==> src/hdl/sltcs_regs.vh <==
`ifndef SLTCS_REGS_VH
`define SLTCS_REGS_VH

// Transmit control and status register fields.
`define SLTCS_TX_GO 0
`define SLTCS_TX_IDLE 1
`define SLTCS_TX_PAIR 2
`define SLTCS_TX_ERROR_IRQ_ENABLE 3
`define SLTCS_TX_MODEM_IE 4
`define SLTCS_DONE_IRQ_ENABLE 5
`define SLTCS_TX_DONE_S 6
`define SLTCS_TX_DONE_P 7
`define SLTCS_TX_RESET 16'h0000

// Receive status fields kept by this block.
`define SLTCS_RX_SYNC 12
`define SLTCS_RX_USER_LO 13
`define SLTCS_RX_USER_HI 14
`define SLTCS_RX_RESET 16'h0000

// Character path.
`define SLTCS_CHAR_BITS 8
`define SLTCS_DLE_CHAR 8'h10
`define SLTCS_MARK_CHAR 8'hff
`define SLTCS_FIFO_DEPTH 4

`endif

==> src/hdl/sltcs_sync.v <==
`timescale 1ns/1ps
module sltcs_sync #(
  parameter WIDTH = 1
) (
  core_clk,
  rst,
  ce,
  async_in,
  sync_out
);
  input wire core_clk;
  input wire rst;
  input wire ce;
  input wire [WIDTH-1:0] async_in;
  output reg [WIDTH-1:0] sync_out;

  reg [WIDTH-1:0] meta_reg;

  // The first stage feeds only the second stage.
  always @(posedge core_clk or posedge rst) begin
    if (rst) begin
      meta_reg <= {WIDTH{1'b0}};
      sync_out <= {WIDTH{1'b0}};
    end else if (ce) begin
      meta_reg <= async_in;
      sync_out <= meta_reg;
    end
  end
endmodule

==> src/hdl/sltcs_fifo.v <==
`timescale 1ns/1ps
module sltcs_fifo #(
  parameter WIDTH = 8,
  parameter DEPTH = 4,
  parameter AW = 2
) (
  core_clk,
  rst,
  ce,
  flush,
  in_valid,
  in_data,
  in_ready,
  out_valid,
  out_data,
  out_ready
);
  input wire core_clk;
  input wire rst;
  input wire ce;
  input wire flush;
  input wire in_valid;
  input wire [WIDTH-1:0] in_data;
  output reg in_ready;
  output reg out_valid;
  output wire [WIDTH-1:0] out_data;
  input wire out_ready;

  reg [WIDTH-1:0] mem [0:DEPTH-1];
  reg [AW-1:0] wr_ptr_reg;
  reg [AW-1:0] rd_ptr_reg;
  reg [AW:0] count_reg;
  reg [AW:0] count_next;
  wire push;
  wire pop;

  assign push = in_valid && in_ready;
  assign pop = out_valid && out_ready;
  assign out_data = mem[rd_ptr_reg];

  always @* begin
    count_next = count_reg;
    if (push && !pop) begin
      count_next = count_reg + 1'b1;
    end else if (pop && !push) begin
      count_next = count_reg - 1'b1;
    end
  end

  // Full and empty are kept as flops so the ready and valid ports carry no logic.
  always @(posedge core_clk or posedge rst) begin
    if (rst) begin
      wr_ptr_reg <= {AW{1'b0}};
      rd_ptr_reg <= {AW{1'b0}};
      count_reg <= {(AW+1){1'b0}};
      in_ready <= 1'b1;
      out_valid <= 1'b0;
    end else if (ce) begin
      if (flush) begin
        wr_ptr_reg <= {AW{1'b0}};
        rd_ptr_reg <= {AW{1'b0}};
        count_reg <= {(AW+1){1'b0}};
        in_ready <= 1'b1;
        out_valid <= 1'b0;
      end else begin
        if (push) begin
          mem[wr_ptr_reg] <= in_data;
          wr_ptr_reg <= (wr_ptr_reg == DEPTH - 1) ? {AW{1'b0}} : wr_ptr_reg + 1'b1;
        end
        if (pop) begin
          rd_ptr_reg <= (rd_ptr_reg == DEPTH - 1) ? {AW{1'b0}} : rd_ptr_reg + 1'b1;
        end
        count_reg <= count_next;
        in_ready <= (count_next != DEPTH);
        out_valid <= (count_next != {(AW+1){1'b0}});
      end
    end
  end
endmodule

==> src/hdl/sltcs_top.v <==
`timescale 1ns/1ps
`include "sltcs_regs.vh"

module sltcs_top #(
  parameter CHAR_BITS = `SLTCS_CHAR_BITS,
  parameter FIFO_DEPTH = `SLTCS_FIFO_DEPTH,
  parameter RECOG_OPTION = 1
) (
  core_clk,
  rst,
  ce,
  bus_init,
  master_clear,
  tx_wr_lo,
  tx_wr_hi,
  tx_wdata,
  tx_rdata,
  rx_wr_hi,
  rx_wdata,
  rx_rdata,
  seq_clear_go,
  seq_clear_sync,
  rx_run,
  rx_sync_set,
  vrc_error,
  bcc_error,
  nxm_flag,
  latency_flag,
  clock_loss_flag,
  prim_count_zero,
  sec_count_zero,
  char_count_overflow,
  transparent_mode,
  sync_char,
  mem_valid,
  mem_data,
  mem_ready,
  direct_memory_request,
  tx_clk,
  txd,
  tx_active,
  pair_select,
  error_flag,
  vector_b_request,
  user_option
);
  input wire core_clk;
  input wire rst;
  input wire ce;
  input wire bus_init;
  input wire master_clear;
  input wire tx_wr_lo;
  input wire tx_wr_hi;
  input wire [15:0] tx_wdata;
  output reg [15:0] tx_rdata;
  input wire rx_wr_hi;
  input wire [15:0] rx_wdata;
  output reg [15:0] rx_rdata;
  input wire seq_clear_go;
  input wire seq_clear_sync;
  input wire rx_run;
  input wire rx_sync_set;
  input wire vrc_error;
  input wire bcc_error;
  input wire nxm_flag;
  input wire latency_flag;
  input wire clock_loss_flag;
  input wire prim_count_zero;
  input wire sec_count_zero;
  input wire char_count_overflow;
  input wire transparent_mode;
  input wire [CHAR_BITS-1:0] sync_char;
  input wire mem_valid;
  input wire [CHAR_BITS-1:0] mem_data;
  output wire mem_ready;
  output reg direct_memory_request;
  input wire tx_clk;
  output reg txd;
  output reg tx_active;
  output reg pair_select;
  output reg error_flag;
  output reg vector_b_request;
  output reg [1:0] user_option;

  localparam CW = 4;
  localparam CB_LAST = CHAR_BITS - 1;

  localparam ST_IDLE = 2'd0;
  localparam ST_SHIFT = 2'd1;

  reg go_reg;
  reg idle_mode_reg;
  reg pair_reg;
  reg error_irq_enable_reg;
  reg modem_irq_enable_reg;
  reg done_irq_enable_reg;
  reg done_p_reg;
  reg done_s_reg;
  reg sync_flag_reg;
  reg [1:0] user_reg;
  reg rx_run_d_reg;
  reg [2:0] err_d_reg;
  reg tx_clk_d_reg;
  reg [1:0] state_reg;
  reg [CHAR_BITS-1:0] shift_reg;
  reg [CW-1:0] bit_cnt_reg;
  reg dle_sent_reg;
  reg go_next;
  reg [CHAR_BITS-1:0] load_char;
  reg load_mem;
  reg load_any;

  wire clear_all;
  wire tx_clk_s;
  wire tx_clk_rise;
  wire [2:0] err_now;
  wire err_rise;
  wire fifo_out_valid;
  wire [CHAR_BITS-1:0] fifo_out_data;
  wire fifo_pop;
  wire err_any;
  wire overflow_ev;
  wire idle_fill;

  assign clear_all = bus_init || master_clear;
  assign err_now = {nxm_flag, latency_flag, clock_loss_flag};
  assign err_rise = |(err_now & ~err_d_reg);
  assign err_any = vrc_error || bcc_error || nxm_flag || latency_flag || clock_loss_flag;
  assign overflow_ev = char_count_overflow && go_reg;
  assign idle_fill = idle_mode_reg && !go_reg;
  assign tx_clk_rise = tx_clk_s && !tx_clk_d_reg;
  assign fifo_pop = tx_clk_rise && (bit_cnt_reg == {CW{1'b0}}) && load_mem;

  sltcs_sync #(
    .WIDTH(1)
  ) u_clk_sync (
    .core_clk(core_clk),
    .rst(rst),
    .ce(ce),
    .async_in(tx_clk),
    .sync_out(tx_clk_s)
  );

  // Queued memory characters are dropped when the run bit goes low so a later
  // resume starts from the pair's address again instead of stale data.
  sltcs_fifo #(
    .WIDTH(CHAR_BITS),
    .DEPTH(FIFO_DEPTH),
    .AW(2)
  ) u_fifo (
    .core_clk(core_clk),
    .rst(rst),
    .ce(ce),
    .flush(!go_reg),
    .in_valid(mem_valid && go_reg),
    .in_data(mem_data),
    .in_ready(mem_ready),
    .out_valid(fifo_out_valid),
    .out_data(fifo_out_data),
    .out_ready(fifo_pop)
  );

  always @* begin
    go_next = go_reg;
    if (tx_wr_lo) begin
      go_next = tx_wdata[`SLTCS_TX_GO];
    end
    if (clear_all || seq_clear_go) begin
      go_next = 1'b0;
    end
    if (err_rise) begin
      go_next = 1'b0;
    end
    if (prim_count_zero && sec_count_zero) begin
      go_next = 1'b0;
    end
  end

  // Next character chosen at each character boundary.
  always @* begin
    load_mem = 1'b0;
    load_any = 1'b1;
    load_char = `SLTCS_MARK_CHAR;
    if (go_reg && fifo_out_valid) begin
      load_mem = 1'b1;
      load_char = fifo_out_data;
    end else if (idle_fill) begin
      if (transparent_mode && (RECOG_OPTION != 0) && !dle_sent_reg) begin
        load_char = `SLTCS_DLE_CHAR;
      end else begin
        load_char = sync_char;
      end
    end else begin
      load_any = 1'b0;
    end
  end

  always @(posedge core_clk or posedge rst) begin
    if (rst) begin
      go_reg <= 1'b0;
      idle_mode_reg <= 1'b0;
      pair_reg <= 1'b0;
      error_irq_enable_reg <= 1'b0;
      modem_irq_enable_reg <= 1'b0;
      done_irq_enable_reg <= 1'b0;
      done_p_reg <= 1'b0;
      done_s_reg <= 1'b0;
      err_d_reg <= 3'h0;
    end else if (ce) begin
      go_reg <= go_next;
      err_d_reg <= err_now;
      if (clear_all) begin
        idle_mode_reg <= 1'b0;
        pair_reg <= 1'b0;
        error_irq_enable_reg <= 1'b0;
        modem_irq_enable_reg <= 1'b0;
        done_irq_enable_reg <= 1'b0;
        done_p_reg <= 1'b0;
        done_s_reg <= 1'b0;
      end else begin
        // Pair-select takes no write data; it only follows overflows and bus init or master clear.
        if (tx_wr_lo) begin
          idle_mode_reg <= tx_wdata[`SLTCS_TX_IDLE];
          error_irq_enable_reg <= tx_wdata[`SLTCS_TX_ERROR_IRQ_ENABLE];
          modem_irq_enable_reg <= tx_wdata[`SLTCS_TX_MODEM_IE];
          done_irq_enable_reg <= tx_wdata[`SLTCS_DONE_IRQ_ENABLE];
          done_p_reg <= tx_wdata[`SLTCS_TX_DONE_P];
          done_s_reg <= tx_wdata[`SLTCS_TX_DONE_S];
        end
        if (overflow_ev) begin
          pair_reg <= !pair_reg;
          // A hardware set beats a same-cycle software clear.
          if (pair_reg) begin
            done_s_reg <= 1'b1;
          end else begin
            done_p_reg <= 1'b1;
          end
        end
      end
    end
  end

  // Receive status bits.
  always @(posedge core_clk or posedge rst) begin
    if (rst) begin
      sync_flag_reg <= 1'b0;
      user_reg <= 2'h0;
      rx_run_d_reg <= 1'b0;
    end else if (ce) begin
      rx_run_d_reg <= rx_run;
      if (clear_all) begin
        sync_flag_reg <= 1'b0;
        user_reg <= 2'h0;
      end else begin
        if (rx_wr_hi) begin
          sync_flag_reg <= rx_wdata[`SLTCS_RX_SYNC];
          user_reg <= rx_wdata[`SLTCS_RX_USER_HI:`SLTCS_RX_USER_LO];
        end
        if (rx_sync_set) begin
          sync_flag_reg <= 1'b1;
        end
        if (seq_clear_sync || (rx_run_d_reg && !rx_run)) begin
          sync_flag_reg <= 1'b0;
        end
      end
    end
  end

  // Serializer paced by rising edges of the modem's transmit clock, LSB first.
  always @(posedge core_clk or posedge rst) begin
    if (rst) begin
      tx_clk_d_reg <= 1'b0;
      state_reg <= ST_IDLE;
      shift_reg <= {CHAR_BITS{1'b1}};
      bit_cnt_reg <= {CW{1'b0}};
      dle_sent_reg <= 1'b0;
      txd <= 1'b1;
      tx_active <= 1'b0;
    end else if (ce) begin
      tx_clk_d_reg <= tx_clk_s;
      if (!idle_fill || !transparent_mode) begin
        dle_sent_reg <= 1'b0;
      end
      if (tx_clk_rise) begin
        case (state_reg)
          ST_IDLE: begin
            txd <= 1'b1;
            if (load_any) begin
              shift_reg <= load_char;
              bit_cnt_reg <= CB_LAST[CW-1:0];
              state_reg <= ST_SHIFT;
              tx_active <= 1'b1;
              if (!load_mem && transparent_mode) begin
                dle_sent_reg <= !dle_sent_reg;
              end
            end else begin
              tx_active <= 1'b0;
            end
          end
          ST_SHIFT: begin
            txd <= shift_reg[0];
            shift_reg <= {1'b1, shift_reg[CHAR_BITS-1:1]};
            if (bit_cnt_reg != {CW{1'b0}}) begin
              bit_cnt_reg <= bit_cnt_reg - 1'b1;
            end else if (load_any) begin
              shift_reg <= load_char;
              bit_cnt_reg <= CB_LAST[CW-1:0];
              if (!load_mem && transparent_mode) begin
                dle_sent_reg <= !dle_sent_reg;
              end
            end else begin
              state_reg <= ST_IDLE;
            end
          end
          default: begin
            state_reg <= ST_IDLE;
          end
        endcase
      end
    end
  end

  // Registered outputs and read-back.
  always @(posedge core_clk or posedge rst) begin
    if (rst) begin
      tx_rdata <= `SLTCS_TX_RESET;
      rx_rdata <= `SLTCS_RX_RESET;
      direct_memory_request <= 1'b0;
      pair_select <= 1'b0;
      error_flag <= 1'b0;
      vector_b_request <= 1'b0;
      user_option <= 2'h0;
    end else if (ce) begin
      tx_rdata <= 16'h0000;
      tx_rdata[`SLTCS_TX_GO] <= go_reg;
      tx_rdata[`SLTCS_TX_IDLE] <= idle_mode_reg;
      tx_rdata[`SLTCS_TX_PAIR] <= pair_reg;
      tx_rdata[`SLTCS_TX_ERROR_IRQ_ENABLE] <= error_irq_enable_reg;
      tx_rdata[`SLTCS_TX_MODEM_IE] <= modem_irq_enable_reg;
      tx_rdata[`SLTCS_DONE_IRQ_ENABLE] <= done_irq_enable_reg;
      tx_rdata[`SLTCS_TX_DONE_S] <= done_s_reg;
      tx_rdata[`SLTCS_TX_DONE_P] <= done_p_reg;
      rx_rdata <= 16'h0000;
      rx_rdata[`SLTCS_RX_SYNC] <= sync_flag_reg;
      rx_rdata[`SLTCS_RX_USER_HI:`SLTCS_RX_USER_LO] <= user_reg;
      direct_memory_request <= go_reg && mem_ready;
      pair_select <= pair_reg;
      error_flag <= err_any;
      vector_b_request <= (error_irq_enable_reg && err_any) ||
        (done_irq_enable_reg && (done_p_reg || done_s_reg));
      user_option <= user_reg;
    end
  end
endmodule

==> config.mk <==
export PLATFORM = sky130hd
export DESIGN_NAME = sltcs_top
export DESIGN_NICKNAME = d
export VERILOG_FILES = /design/src/hdl/sltcs_sync.v /design/src/hdl/sltcs_fifo.v /design/src/hdl/sltcs_top.v
export VERILOG_INCLUDE_DIRS = /design/src /design/src/hdl
export SDC_FILE = /design/constraint.sdc
export NUM_CORES = 1
export LEC_CHECK = 0
export BUFFER_PORTS_ARGS = -buffer_cell sky130_fd_sc_hd__clkbuf_2
export CELL_PAD_IN_SITES_DETAIL_PLACEMENT = 0
export CELL_PAD_IN_SITES_GLOBAL_PLACEMENT = 1
export CORE_MARGIN = 3
export CORE_UTILIZATION = 30
export CTS_CLUSTER_DIAMETER = 40
export CTS_CLUSTER_SIZE = 14
export DETAILED_ROUTE_END_ITERATION = 7
export PLACE_DENSITY_LB_ADDON = 0.2
export SKIP_CTS_REPAIR_TIMING = 1
export SYNTH_ARGS = -nofsm -noshare
export SYNTH_HDL_FRONTEND = slang
export SYNTH_SLANG_ARGS = --single-unit
==> constraint.sdc <==
create_clock -name core_clk -period 5.6 [get_ports core_clk]
set_input_delay 1.12 -clock core_clk [delete_from_list [all_inputs] [get_ports core_clk]]
set_output_delay 1.12 -clock core_clk [all_outputs]
set_load 0.1 [all_outputs]
==> results.toml <==
[final_layout]
stdcell_area_mm2 = 0.00494
nets = 481
largest_reg_flops = 32
final_cells = 582
syn_to_final_growth_pct = 17.2
drive_above_1_share = 0.325
fin_util = 0.366
n_antenna_cell = 0

[synthesis]
synthSimpleGateAreaFrac = 0.0831
synth_top_family_by_area = "compound AO/OA/AOI/OAI gates"
ys_top_cells_by_area = "dfrtp_1 28%, edfxtp_1 23%, mux2_2 6.4%"
yosysWarnings = 0
yosysMostFrequentCell = "dfrtp_1"
yosysTopAreaCell = "dfrtp_1"
synth_edf_count = 32
synthDistinctLibCells = 56
synthTopCellsByCount = "47 x dfrtp_1, 32 x edfxtp_1, 24 x buf_4, 24 x mux2_2, 20 x nor2_1"
synth_top_area_frac = 0.279
synth_xor_area_frac = 0.00415
synth_cells = 336
synthArstFlopShare = 0.640
ys_ff_latch = 89
synth_compound_area_frac = 0.131
synthMuxAreaShare = 0.114
synthFlopType = "dfrtp_1"
ys_seq_area_frac = 0.569
syn_area_mm2 = 0.00422
synthAdderAreaFrac = 0.0267
avgSynthCellArea_um2 = 12.5

[floorplan]
core-area_mm2 = 0.0135
die_y_um = 125
boundaryPins = 112
die_x_um = 125
initial_core_util = 0.312
die_area_mm2 = 0.0155
placement_rows = 42

[hold_path]
min_path_type = "flip-flop to flip-flop"

[routing]
drc = 0
detail-route-antenna-nets = 0
viasPerCell = 4.72
vias = 2749
drt_iter0_drc = 91
wl_per_cell_um = 15.0
wl_um = 8740
first_pass_iters = 4

[timing]
skew_ns = 0.00545
drv_slew = 0
setup_slack_ns = 2.62
layout_worst_path_cycle_share = 0.531
setup-tns-final_ns = 0
grt_setup_unrepaired = "no"
fmax_mhz = 336
hold_violations = 0
slew-limit-headroom = 0.415
tightest_slew_ns = 0.875
fin_crit_ns = 2.98
setup_viol = 0

[power_and_ir_drop]
p_leak_nw = 2.11
vdd_drop_max_uv = 169
p_per_area_mw_per_mm2 = 378

[placement]
io_buffers = 67
postPlaceCellArea_mm2 = 0.00463
gp_congestion = 0.765
place_ws_ns = 2.28
dpl.hpwl_um = 6250
dp.cells = 566

[run]
cap_violations = 0

[global_route]
grt_pass1_vias = 2767
grt_pass1_wl_um = 14300
grt_usage = 0.116
antenna_found_initial = 0
grt_max_degree = 42
grt.overflow.total = 0

[clock_tree]
htree_levels = 3
clock-root-buffer = "clkbuf_16"
cts_tree = "built"
insertion_delay_ns = 0.34
cts.sink_count = 89
cts_buffers = 9
cts.reportedPaths.clkPinSlew_ns = 0.07
clock_path_buffers = 2

[critical_path]
startpoint_type = "input pin"
cp_max_fo = 38
critPathRequiredTime_ns = 5.82
criticalPathCategory = "input pin to flip-flop"
worstSetupEndpointType = "flip-flop"
worstPathArrival_ns = 3.20

[outcome]
status = "finished clean"
-- worst max-delay path: stages --
cell,delay (ns)
clkbuf_2,0.08
buf_4,0.39
inv_1,0.36
nor3b_1,0.81
a31oi_1,0.17
o21ai_0,0.17
o31ai_1,0.09
-- cells in the final DEF (no fill, tap or decap), drive strengths merged, types with 3 or more instances in the layout --
master	netlist	routed
ha	9	9
nor2	20	20
a21oi	12	12
dfstp	10	10
o31ai	4	4
conb	1	21
and2	5	5
a2bb2oi	5	5
clkbuf	3	76
nor2b	4	4
mux2i	3	3
dfrtp	47	47
a22oi	6	6
a31oi	3	3
inv	17	20
a32o	3	3
mux4	8	8
nand2	19	19
a22o	7	7
nor3	7	7
o21ai	20	20
mux2	24	24
edfxtp	32	32
-- logic make-up after synthesis --
| kind of cell | count (synthesis) |
|---|---|
| simple gates | 70 |
| fa+ha+maj | 9 |
| flops | 89 |
| compound gates | 78 |
| mux | 35 |
| buf+inv | 52 |
| other cells | 1 |
| xor+xnor | 2 |
-- worst paths after layout --
kind | slack (ns) | cells past startpoint | to | startpoint
min | 0.46 | 2 | txd | txd
min in group asynchronous | 0.77 | 2 | u_fifo.wr_ptr_reg[1] | rst
max in group asynchronous | 3.94 | 3 | u_fifo.in_ready | rst
max reg2reg | 3.33 | 7 | u_fifo.out_valid | bit_cnt_reg[0]
max | 2.62 | 7 | dle_sent_reg | ce
min reg2reg | 0.46 | 2 | txd | txd
-- area by class of cell --
class / count / area, um^2
clock buffers: 9 / 225
clock inverters: 7 / 87.6
fillers: 1335 / 8560
inverters: 17 / 63.8
multi-input cells: 215 / 1590
flip-flops and latches: 89 / 2400
well taps: 176 / 220
repair buffers: 69 / 350
-- where the power goes --
| part | total [mW] | internal [mW] | switching (mW) | leakage (nW) |
|---|---|---|---|---|
| sequential | 0.819 | 0.769 | 0.0502 | 1.01 |
| clock | 0.625 | 0.356 | 0.269 | 0.148 |
| combinational | 0.422 | 0.122 | 0.300 | 0.958 |
| total | 1.87 | 1.25 | 0.619 | 2.11 |
-- per-layer routing --
layer | track usage | part of all wire
met1 | 0.148 | 0.45
met2 | 0.194 | 0.50
met3 | 0.0296 | 0.040
met4 | 0.0348 | 0.011
met5 | 0 | 0
-- through the flow --
step,total power [mW],hold WS [ns]
after floorplan,1.19,0.454
after global placement,1.25,0.443
after detailed placement,1.26,0.457
after CTS,1.90,0.468
after global routing,1.97,0.495
final,1.87,0.462
No activity file was read; power rests on OpenSTA's default activity.
